File: src/shared/msm_consts.svh
`ifndef MSM_CONSTS_SVH
`define MSM_CONSTS_SVH
`define MSM_CLK_HZ        100000000
`define MSM_BAUD          31250
`define MSM_BIT_CYC       (`MSM_CLK_HZ / `MSM_BAUD)
`define MSM_HALF_CYC      (`MSM_BIT_CYC / 2)
`define MSM_GATE_US       2
`define MSM_GATE_CYC      (`MSM_GATE_US * (`MSM_CLK_HZ / 1000000))
`define MSM_ST_PROG       4'hc
`define MSM_ST_NOTE_ON    4'h9
`define MSM_ST_NOTE_OFF   4'h8
`define MSM_NOTE_FIRST    7'h24
`define MSM_NOTE_LAST     7'h35
`define MSM_VEL_ON        7'h60
`define MSM_VEL_OFF       7'h20
`define MSM_PROG_MAX      7'h62
`define MSM_CH_OFF        5'h10
`define MSM_CH_OMNI       5'h11
`define MSM_SEND_DEFAULT  5'h00
`define MSM_NUM_KEYS      18
`define MSM_CUR_LSB       16
`endif

File: src/shared/msm_pkg.sv
`default_nettype none
package msm_pkg;
  typedef struct packed {
    logic       valid;
    logic [6:0] number;
  } msm_scene_t;
  typedef struct packed {
    logic       valid;
    logic [4:0] key;
    logic       mute_on;
  } msm_key_t;
  typedef enum logic [1:0] {
    MSM_TX_IDLE,
    MSM_TX_SEND,
    MSM_TX_GATE
  } msm_tx_state_t;
endpackage
`default_nettype wire

File: src/hw/msm_midi_scene_mute.sv
`include "msm_consts.svh"
`default_nettype none
module msm_midi_scene_mute (
  input  wire logic                 CLOCK,
  input  wire logic                 RSTN,
  input  wire logic                 MIDI_IN,
  output logic                      MIDI_THRU,
  output logic                      MIDI_OUT,
  input  wire logic                 CLEAR_ALL,
  input  wire logic [4:0]           SEND_CH,
  input  wire logic                 SEND_CH_WE,
  input  wire logic [4:0]           RECV_CH,
  input  wire logic                 RECV_CH_WE,
  input  wire logic                 NOTE_EN,
  input  wire logic                 NOTE_EN_WE,
  input  wire msm_pkg::msm_scene_t  SCENE_STEP,
  input  wire msm_pkg::msm_key_t    KEY_PRESS,
  output logic                      TX_READY,
  output msm_pkg::msm_scene_t       SCENE_RECALL,
  output msm_pkg::msm_key_t         MUTE_CMD,
  output logic [4:0]                SEND_CH_STATE,
  output logic [4:0]                RECV_CH_STATE,
  output logic                      NOTE_EN_STATE
);
  import msm_pkg::*;

  ////////////////////////////////////////////////////////////////////////////
  logic       in_s1_reg;
  logic       in_s2_reg;
  logic [4:0] send_ch_reg;
  logic [4:0] recv_ch_reg;
  logic       note_en_reg;

  always_ff @(posedge CLOCK) begin
    in_s1_reg <= MIDI_IN;
    in_s2_reg <= in_s1_reg;
  end

  // Thru is a straight wire copy so echo adds no latency and keeps every byte.
  assign MIDI_THRU = MIDI_IN;

  always_ff @(posedge CLOCK) begin
    if (!RSTN || CLEAR_ALL) begin
      send_ch_reg <= `MSM_SEND_DEFAULT;
      recv_ch_reg <= `MSM_CH_OMNI;
      note_en_reg <= 1'b0;
    end else begin
      if (SEND_CH_WE && SEND_CH <= `MSM_CH_OFF) begin
        send_ch_reg <= SEND_CH;
      end
      if (RECV_CH_WE && RECV_CH <= `MSM_CH_OMNI) begin
        recv_ch_reg <= RECV_CH;
      end
      if (NOTE_EN_WE) begin
        note_en_reg <= NOTE_EN;
      end
    end
  end
  assign SEND_CH_STATE = send_ch_reg;
  assign RECV_CH_STATE = recv_ch_reg;
  assign NOTE_EN_STATE = note_en_reg;

  ////////////////////////////////////////////////////////////////////////////
  // Receiver: samples mid-bit after a falling start edge.
  logic [12:0] rx_cnt_reg;
  logic [3:0]  rx_bit_reg;
  logic [7:0]  rx_sh_reg;
  logic        rx_busy_reg;
  logic        rx_prev_reg;
  logic        rx_done_reg;
  logic [7:0]  rx_byte_reg;

  always_ff @(posedge CLOCK) begin
    if (!RSTN) begin
      rx_cnt_reg  <= 13'h0;
      rx_bit_reg  <= 4'h0;
      rx_sh_reg   <= 8'h0;
      rx_busy_reg <= 1'b0;
      rx_prev_reg <= 1'b1;
      rx_done_reg <= 1'b0;
      rx_byte_reg <= 8'h0;
    end else begin
      rx_prev_reg <= in_s2_reg;
      rx_done_reg <= 1'b0;
      if (!rx_busy_reg) begin
        if (rx_prev_reg && !in_s2_reg) begin
          rx_busy_reg <= 1'b1;
          rx_cnt_reg  <= 13'(`MSM_HALF_CYC);
          rx_bit_reg  <= 4'h0;
        end
      end else if (rx_cnt_reg != 13'h0) begin
        rx_cnt_reg <= rx_cnt_reg - 13'h1;
      end else begin
        rx_cnt_reg <= 13'(`MSM_BIT_CYC - 1);
        rx_bit_reg <= rx_bit_reg + 4'h1;
        if (rx_bit_reg == 4'h0 && in_s2_reg) begin
          rx_busy_reg <= 1'b0;
        end else if (rx_bit_reg == 4'h9) begin
          rx_busy_reg <= 1'b0;
          if (in_s2_reg) begin
            rx_done_reg <= 1'b1;
            rx_byte_reg <= rx_sh_reg;
          end
        end else if (rx_bit_reg != 4'h0) begin
          rx_sh_reg <= {in_s2_reg, rx_sh_reg[7:1]};
        end
      end
    end
  end

  ////////////////////////////////////////////////////////////////////////////
  // Message parser with running status.
  logic [3:0] rs_type_reg;
  logic [3:0] rs_chan_reg;
  logic       have_d1_reg;
  logic [6:0] d1_reg;

  function automatic logic chan_match(input logic [4:0] set,
                                      input logic [3:0] ch);
    chan_match = (set == `MSM_CH_OMNI) || (set == {1'b0, ch});
  endfunction

  always_ff @(posedge CLOCK) begin
    if (!RSTN) begin
      rs_type_reg  <= 4'h0;
      rs_chan_reg  <= 4'h0;
      have_d1_reg  <= 1'b0;
      d1_reg       <= 7'h0;
      SCENE_RECALL <= '0;
      MUTE_CMD     <= '0;
    end else begin
      SCENE_RECALL.valid <= 1'b0;
      MUTE_CMD.valid     <= 1'b0;
      if (rx_done_reg) begin
        if (rx_byte_reg[7]) begin
          // Realtime bytes leave running status intact.
          if (rx_byte_reg[7:4] != 4'hf) begin
            rs_type_reg <= rx_byte_reg[7:4];
            rs_chan_reg <= rx_byte_reg[3:0];
            have_d1_reg <= 1'b0;
          end else if (rx_byte_reg[3] == 1'b0) begin
            rs_type_reg <= 4'h0;
          end
        end else if (rs_type_reg == `MSM_ST_PROG) begin
          if (chan_match(recv_ch_reg, rs_chan_reg)) begin
            SCENE_RECALL.valid  <= 1'b1;
            SCENE_RECALL.number <= rx_byte_reg[6:0] + 7'h1;
          end
        end else if (rs_type_reg == `MSM_ST_NOTE_ON ||
                     rs_type_reg == `MSM_ST_NOTE_OFF) begin
          if (!have_d1_reg) begin
            have_d1_reg <= 1'b1;
            d1_reg      <= rx_byte_reg[6:0];
          end else begin
            have_d1_reg <= 1'b0;
            if (note_en_reg && chan_match(recv_ch_reg, rs_chan_reg) &&
                d1_reg >= `MSM_NOTE_FIRST && d1_reg <= `MSM_NOTE_LAST &&
                (rx_byte_reg[6:0] == `MSM_VEL_ON ||
                 rx_byte_reg[6:0] == `MSM_VEL_OFF)) begin
              MUTE_CMD.valid   <= 1'b1;
              MUTE_CMD.key     <= 5'(d1_reg - `MSM_NOTE_FIRST);
              MUTE_CMD.mute_on <= (rx_byte_reg[6:0] == `MSM_VEL_ON);
            end
          end
        end
      end
    end
  end

  ////////////////////////////////////////////////////////////////////////////
  // Transmitter: queues at most one message of up to three bytes.
  msm_tx_state_t tx_state_reg;
  logic [23:0]   msg_reg;
  logic [1:0]    msg_len_reg;
  logic [1:0]    msg_idx_reg;
  logic          off_pend_reg;
  logic [6:0]    off_note_reg;
  logic [9:0]    bit_idx_reg;
  logic [12:0]   tx_cnt_reg;
  logic [15:0]   gate_cnt_reg;
  logic          tx_line_reg;

  // Off channel blocks sending, so requests are simply consumed.
  assign TX_READY = (tx_state_reg == MSM_TX_IDLE);

  always_ff @(posedge CLOCK) begin
    if (!RSTN) begin
      tx_state_reg <= MSM_TX_IDLE;
      msg_reg      <= 24'h0;
      msg_len_reg  <= 2'h0;
      msg_idx_reg  <= 2'h0;
      off_pend_reg <= 1'b0;
      off_note_reg <= 7'h0;
      bit_idx_reg  <= 10'h0;
      tx_cnt_reg   <= 13'h0;
      gate_cnt_reg <= 16'h0;
      tx_line_reg  <= 1'b1;
    end else begin
      case (tx_state_reg)
        MSM_TX_IDLE: begin
          tx_line_reg <= 1'b1;
          bit_idx_reg <= 10'h0;
          tx_cnt_reg  <= 13'(`MSM_BIT_CYC - 1);
          msg_idx_reg <= 2'h0;
          if (send_ch_reg != `MSM_CH_OFF) begin
            if (SCENE_STEP.valid && SCENE_STEP.number != 7'h0 &&
                SCENE_STEP.number <= `MSM_PROG_MAX + 7'h1) begin
              msg_reg <= {`MSM_ST_PROG, send_ch_reg[3:0],
                          1'b0, 7'(SCENE_STEP.number - 7'h1), 8'h0};
              msg_len_reg  <= 2'h2;
              tx_state_reg <= MSM_TX_SEND;
            end else if (KEY_PRESS.valid &&
                         KEY_PRESS.key < 5'(`MSM_NUM_KEYS)) begin
              msg_reg <= {`MSM_ST_NOTE_ON, send_ch_reg[3:0],
                          1'b0, 7'(`MSM_NOTE_FIRST + 7'(KEY_PRESS.key)),
                          1'b0, KEY_PRESS.mute_on ? `MSM_VEL_ON
                                                  : `MSM_VEL_OFF};
              off_note_reg <= 7'(`MSM_NOTE_FIRST + 7'(KEY_PRESS.key));
              off_pend_reg <= 1'b1;
              msg_len_reg  <= 2'h3;
              tx_state_reg <= MSM_TX_SEND;
            end
          end
        end
        MSM_TX_SEND: begin
          if (tx_cnt_reg != 13'h0) begin
            tx_cnt_reg <= tx_cnt_reg - 13'h1;
          end else begin
            tx_cnt_reg <= 13'(`MSM_BIT_CYC - 1);
            bit_idx_reg <= (bit_idx_reg == 10'h9) ? 10'h0
                                                  : bit_idx_reg + 10'h1;
            if (bit_idx_reg == 10'h9) begin
              msg_reg <= {msg_reg[15:0], 8'h0};
              msg_idx_reg <= msg_idx_reg + 2'h1;
              if (msg_idx_reg + 2'h1 == msg_len_reg) begin
                tx_state_reg <= off_pend_reg ? MSM_TX_GATE : MSM_TX_IDLE;
                gate_cnt_reg <= 16'(`MSM_GATE_CYC - 1);
              end
            end
          end
          case (bit_idx_reg)
            10'h0:   tx_line_reg <= 1'b0;
            10'h9:   tx_line_reg <= 1'b1;
            // The byte on the line sits in the top octet, LSB first.
            default: tx_line_reg <=
                       msg_reg[`MSM_CUR_LSB + 3'(bit_idx_reg - 10'h1)];
          endcase
        end
        MSM_TX_GATE: begin
          tx_line_reg <= 1'b1;
          if (gate_cnt_reg != 16'h0) begin
            gate_cnt_reg <= gate_cnt_reg - 16'h1;
          end else begin
            msg_reg <= {`MSM_ST_NOTE_OFF, send_ch_reg[3:0],
                        1'b0, off_note_reg, 1'b0, `MSM_VEL_OFF};
            msg_len_reg  <= 2'h3;
            msg_idx_reg  <= 2'h0;
            off_pend_reg <= 1'b0;
            bit_idx_reg  <= 10'h0;
            tx_cnt_reg   <= 13'(`MSM_BIT_CYC - 1);
            tx_state_reg <= MSM_TX_SEND;
          end
        end
        default: tx_state_reg <= MSM_TX_IDLE;
      endcase
    end
  end
  assign MIDI_OUT = tx_line_reg;
endmodule
`default_nettype wire

File: config.mk
export PLATFORM = sky130hd
export DESIGN_NAME = msm_midi_scene_mute
export DESIGN_NICKNAME = d
export VERILOG_FILES = /design/src/shared/msm_pkg.sv /design/src/hw/msm_midi_scene_mute.sv
export VERILOG_INCLUDE_DIRS = /design/src /design/src/shared
export SDC_FILE = /design/constraint.sdc
export NUM_CORES = 1
export LEC_CHECK = 0
export BUFFER_PORTS_ARGS = -buffer_cell sky130_fd_sc_hd__buf_2
export CORE_MARGIN = 4
export CORE_UTILIZATION = 50
export DETAILED_ROUTE_END_ITERATION = 16
export PLACE_DENSITY = 0.69
export SETUP_SLACK_MARGIN = 0.05
export SYNTH_ARGS = -nofsm -noshare
export SYNTH_HDL_FRONTEND = slang
export SYNTH_SLANG_ARGS = --single-unit
export TNS_END_PERCENT = 20
File: constraint.sdc
create_clock -name CLOCK -period 5.3 [get_ports CLOCK]
set_input_delay 1.06 -clock CLOCK [delete_from_list [all_inputs] [get_ports CLOCK]]
set_output_delay 1.06 -clock CLOCK [all_outputs]
set_load 0.05 [all_outputs]
==> Word level (Yosys, flattened, before mapping) <==
Cells that the tools add are included.
{ "op_classes": {"shifts": 0, "n_reduce_logical": 53, "div_mod_pow": 0, "n_eq_ne": 27, "mux": 68, "n_mul": 0, "n_addsub": 12, "n_lt_le_gt_ge": 7, "bitwise_logic": 11} }
{ "ops": {"columns": ["operator", "count"], "rows": [
  ["$mux W24", 6],
  ["$pmux W24 S3", 1],
  ["$mux W13", 5],
  ["$mux W16", 4],
  ["$pmux W13 S3", 1],
  ["$pmux W16 S2", 1],
  ["$mux W10", 3],
  ["$mux W2", 15],
  ["$pmux W10 S3", 1],
  ["$reduce_bool A13 Y1", 2],
  ["$sub A13 B1 Y13 const B", 2],
  ["$reduce_and A5 Y1", 5],
  ["$mux W4", 5],
  ["$reduce_and A4 Y1", 5],
  ["$reduce_and A6 Y1", 3],
  ["$eq A4 B4 Y1 const B", 4],
  ["$mux W1", 16],
  ["$ne A2 B2 Y1 const B", 8],
  ["$reduce_bool A16 Y1", 1],
  ["$sub A16 B1 Y16 const B", 1],
  ["$mux W7", 2],
  ["$pmux W2 S3", 2],
  ["$logic_and A1 B1 Y1", 11],
  ["$not A1 Y1", 11],
  ["46 further kinds", 63]
]} }
{ "word_totals": {"ramBits": 0, "latch_bits": 0, "elab_cells": 209, "regBits": 158, "inputBits": 33, "romBits": 0, "n_memories": 0, "out_inout_bits": 29} }

==> Longest topological paths before layout <==
{ "depth": {"ltp_word": 7, "depth_mapped": 10, "depth_no_buf": 8} }

==> Worst setup path before layout <==
OpenSTA, ideal clock, no wires.
{ "synth_timing": {"path_type": "input -> register", "start": "input port SCENE_STEP[0] (netlist name)", "end": "register msg_reg[8]", "t_required_ps": 5184, "cell_stages": 8, "path_buffers": 2, "slack_ps": 2550, "setup_ps": 116, "t_arrival_ps": 2634, "cell_sequence": "ha_1 > nand3b_1 > a32oi_1 > o211ai_1 > and4_1 > buf_4 > buf_4 > o211a_1"} }
{ "synth_between": {"elab_chain_cells": 6, "word_cells_on_any_way": 10, "classes_between": "add/sub (1); order compare (1); eq/ne (1); mux (3); reduce/logical (4)"} }
{ "synth_lines": {"columns": ["element", "line_no", "rtl"], "rows": [
  ["from (decl)", "msm_midi_scene_mute.sv:16", "input wire msm_pkg::msm_scene_t SCENE_STEP,"],
  ["parallel branches: the longest is 6 deep, another holds $le A7 B7 Y1", null, null],
  ["to (signal assigned)", "msm_midi_scene_mute.sv:208", "msg_reg <= {`MSM_ST_PROG, send_ch_reg[3:0],"],
  ["to (signal assigned)", "msm_midi_scene_mute.sv:214", "msg_reg <= {`MSM_ST_NOTE_ON, send_ch_reg[3:0],"],
  ["to (signal assigned)", "msm_midi_scene_mute.sv:233", "msg_reg <= {msg_reg[15:0], 8'h0};"],
  ["to (decl)", "msm_midi_scene_mute.sv:173", "logic [23:0] msg_reg;"]
]} }
Parallel ways; which one is timed is not known. The select of a mux whose other input is x is not followed.
A chain may end at the register's enable or synchronous reset.

==> Final worst setup path <==
{ "layout_timing": {"start": "register tx_state_reg[0]", "end": "register gate_cnt_reg[7]"} }
{ "layout_between": {"elab_chain_cells": 3, "word_cells_on_any_way": 9, "classes_between": "eq/ne (6); mux (1); reduce/logical (2)"} }
{ "layout_lines": {"columns": ["element", "line_no", "rtl"], "rows": [
  ["from (decl)", "msm_midi_scene_mute.sv:172", "msm_tx_state_t tx_state_reg;"],
  ["from (signal assigned)", "msm_midi_scene_mute.sv:236", "tx_state_reg <= off_pend_reg ? MSM_TX_GATE : MSM_TX_IDLE;"],
  ["$eq A2 B2 Y1 or $eq A2 B1 Y1 (tied branches)", "msm_midi_scene_mute.sv:199", "case (tx_state_reg)"],
  ["$ne A2 B2 Y1 (no source line) or $reduce_bool A2 Y1 (tied branches)", null, null],
  ["$reduce_and A5 Y1 (no source line)", null, null],
  ["to (signal assigned)", "msm_midi_scene_mute.sv:237", "gate_cnt_reg <= 16'(`MSM_GATE_CYC - 1);"],
  ["to (signal assigned)", "msm_midi_scene_mute.sv:252", "gate_cnt_reg <= gate_cnt_reg - 16'h1;"],
  ["to (decl)", "msm_midi_scene_mute.sv:180", "logic [15:0] gate_cnt_reg;"]
]} }
Parallel ways exist; a longest one is shown, timed or not.

==> out/results.txt <==
Critical path type = reg -> reg
DRC viols = 0
Synthesis-stage register bit count = 151
Core Box Area = 0.0147 mm²
Synth Flop Type = dfxtp_1
CTS Sinks = 151
Worst Setup SP = tx_state_reg[0]
Cells after Synth = 886
Vias in the first global route = 6024
Largest net degree at the start of global routing = 78
Post-CTS Setup Repair Bufs = 0
Pwr dens = 427 mW/mm²
Antenna Violating Nets Remaining = 0
Clock root cell = clkbuf_16
Setup Skew = 0.00639 ns
Die Span X = 131 µm
Drt total wl = 17000 µm
YS warnings = 0
Total Nets Final = 978
Cell Count, Final, Fillers Out = 1117
Hold Path Class = reg -> reg
Peak Freq = 324 MHz
Crit start category = flip-flop
Clock period minus worst slack = 3.08 ns
Vias per inst = 5.75
Final Max Tran Viols = 0
Reg clk slew, reported paths = 0.06 ns
CP required = 5.61 ns
Final Core Density = 0.580
First-pass GRT wire length = 28800 µm
CTS H-Tree Depth = 4
Cells taking the most area after synthesis = dfxtp_1, mux2i_1, nor2_1, ha_1, a21oi_1
Iteration count of the initial detailed-routing pass = 5
Average routed wire per standard cell = 15.2 µm
Row cnt = 44
CP arrival = 3.39 ns
Worst R2R Path Depth = 6
Initial Util = 0.515
Hold_ws = 0.355 ns
Seq/Total Area, Yosys = 0.399
CTS resizes = 0
Full die area = 0.0172 mm²
Setup violators final = 0
Inst Count DP = 1085
Relative slew slack = 0.380
Num CTS Buffers = 17
PortBufs = 61
Final Cycle Share = 0.582
GRT Overall Usage = 0.205
Syn Nets = 944
Synth async-reset ratio = 0
Initial drt markers = 442
Leakage Power = 0.00322 µW
Final hold violations = 0
CTS tree = yes
Worst slew pin tran = 0.930 ns
RR Startpoint = tx_state_reg[0]
Post-CTS Hold Buffers = 0
Synth unique cells = 78
Max FFs per register = 17
RR Endpoint = gate_cnt_reg[7]
Io pins = 62
RD Place Congestion = 0.833
Initial antenna violation count = 0
Share of cells above drive strength 1 = 0.133
Status = completed
Deepest clock path buffer count = 2
Die Y-Extent = 131 µm
Reg2Reg Setup Slack = 2.22 ns
# diodes = 0
Worst setup EP type = flip-flop
Layout area overhead = 12.7%
Avg Cell Area, Syn = 8.54 µm²
Yosys top cell area share = 0.399
Syn Std Cell Area = 0.00757 mm²
Detail Placement HPWL = 11700 µm
Max-cap violation count = 0
EDFF count, synth = 0
Via count = 6428
Unrepaired setup endpoints after global routing = no
Worst-path fanout max = 21
Setup TNS = 0 ns
Worst setup endpoint = gate_cnt_reg[7]
Worst vdd ir = 244 µV
Gr ovfl total = 0
Top cell type by total area after synthesis = dfxtp_1
Worst-skew pair later-pin latency = 0.43 ns
==> through the flow <==
stage,cell area [µm²],setup slack (ns),power (µW)
finish,8530,2.22,3640
global route,8530,2.00,3830
CTS,8530,2.23,3650
detailed placement,7900,2.08,2340
global placement,7900,2.13,2340
floorplan,7570,2.55,2140
==> synthesized netlist by cell type, types with 4 or more instances <==
library cell	count
nand2b_1	11
buf_4	4
inv_1	36
mux2i_1	48
dfxtp_1	151
xnor2_1	17
o31ai_1	7
and3_1	4
o211ai_1	4
or3_1	10
nor3_1	31
ha_1	25
a31oi_1	11
clkbuf_1	36
o21a_1	11
a21oi_1	59
a22oi_1	6
nand2_1	72
a211oi_1	11
and4_1	4
nor2_1	119
nor2b_1	6
o221a_2	4
buf_2	5
o22ai_1	4
nand4_1	14
xor2_1	13
o21ai_0	31
a221oi_1	5
nor4_1	16
or4_1	5
a211o_1	4
nand3_1	26
and2_1	4
==> final cells by class <==
type	count	area [µm²]
fillers	1351	6170
multi-input cells	651	4190
flip-flops and latches	151	3020
clock buffers	22	464
repair buffers	63	320
well taps	184	230
clock inverters	10	168
inverters	36	136
==> worst max-delay path, stage by stage (launching register included) <==
cell	delay, ns
dfxtp_1	0.36
inv_1	0.10
ha_1	0.67
inv_1	0.37
a21oi_1	0.81
nand2_1	0.28
o311a_1	0.39
==> report_power, final <==
part	internal [µW]	switching, µW
Clock	817	478
Combinational	364	612
Sequential	1260	109
==> cells in the final DEF, fill, tap and decap left out, types with 5 or more instances in the layout <==
master	instances
dfxtp_1	151
nor2_1	119
nand2_1	72
buf_2	61
a21oi_1	59
mux2i_1	48
inv_1	35
nor3_1	31
o21ai_0	31
nand3_1	26
ha_1	25
xnor2_1	17
clkbuf_16	17
nor4_1	16
nand4_1	14
xor2_1	13
nand2b_1	11
a31oi_1	11
o21a_1	11
a211oi_1	11
or3_1	10
o31ai_1	7
nor2b_1	6
a22oi_1	6
or4_1	5
a221oi_1	5
==> per-layer routing <==
metal | part of all wire | GRT usage
met1 | 0.48 | 0.287
met2 | 0.46 | 0.323
met3 | 0.049 | 0.0394
met4 | 0.013 | 0.0593
met5 | 0 | 0
==> how the worst min path moves through the flow <==
stage | from | cells after the start | slack, ns | end
5_1_grt | in_s1_reg | 0 | 0.36 | in_s2_reg
3_5_place_dp | in_s1_reg | 0 | 0.35 | in_s2_reg
6_report | in_s1_reg | 0 | 0.35 | in_s2_reg
4_1_cts | in_s1_reg | 0 | 0.36 | in_s2_reg
2_1_floorplan | in_s1_reg | 0 | 0.31 | in_s2_reg
3_3_place_gp | in_s1_reg | 0 | 0.31 | in_s2_reg
==> kinds of logic after synthesis <==
group,synth area share
AOI/OAI and AO/OA,0.172
xor gates and xnor gates,0.0347
adders and majority gates,0.0413
buffers and inverters,0.0474
DFF,0.399
muxes,0.0694
and+or+nand+nor,0.236
Note: power is estimated with default switching activity, not from simulation.
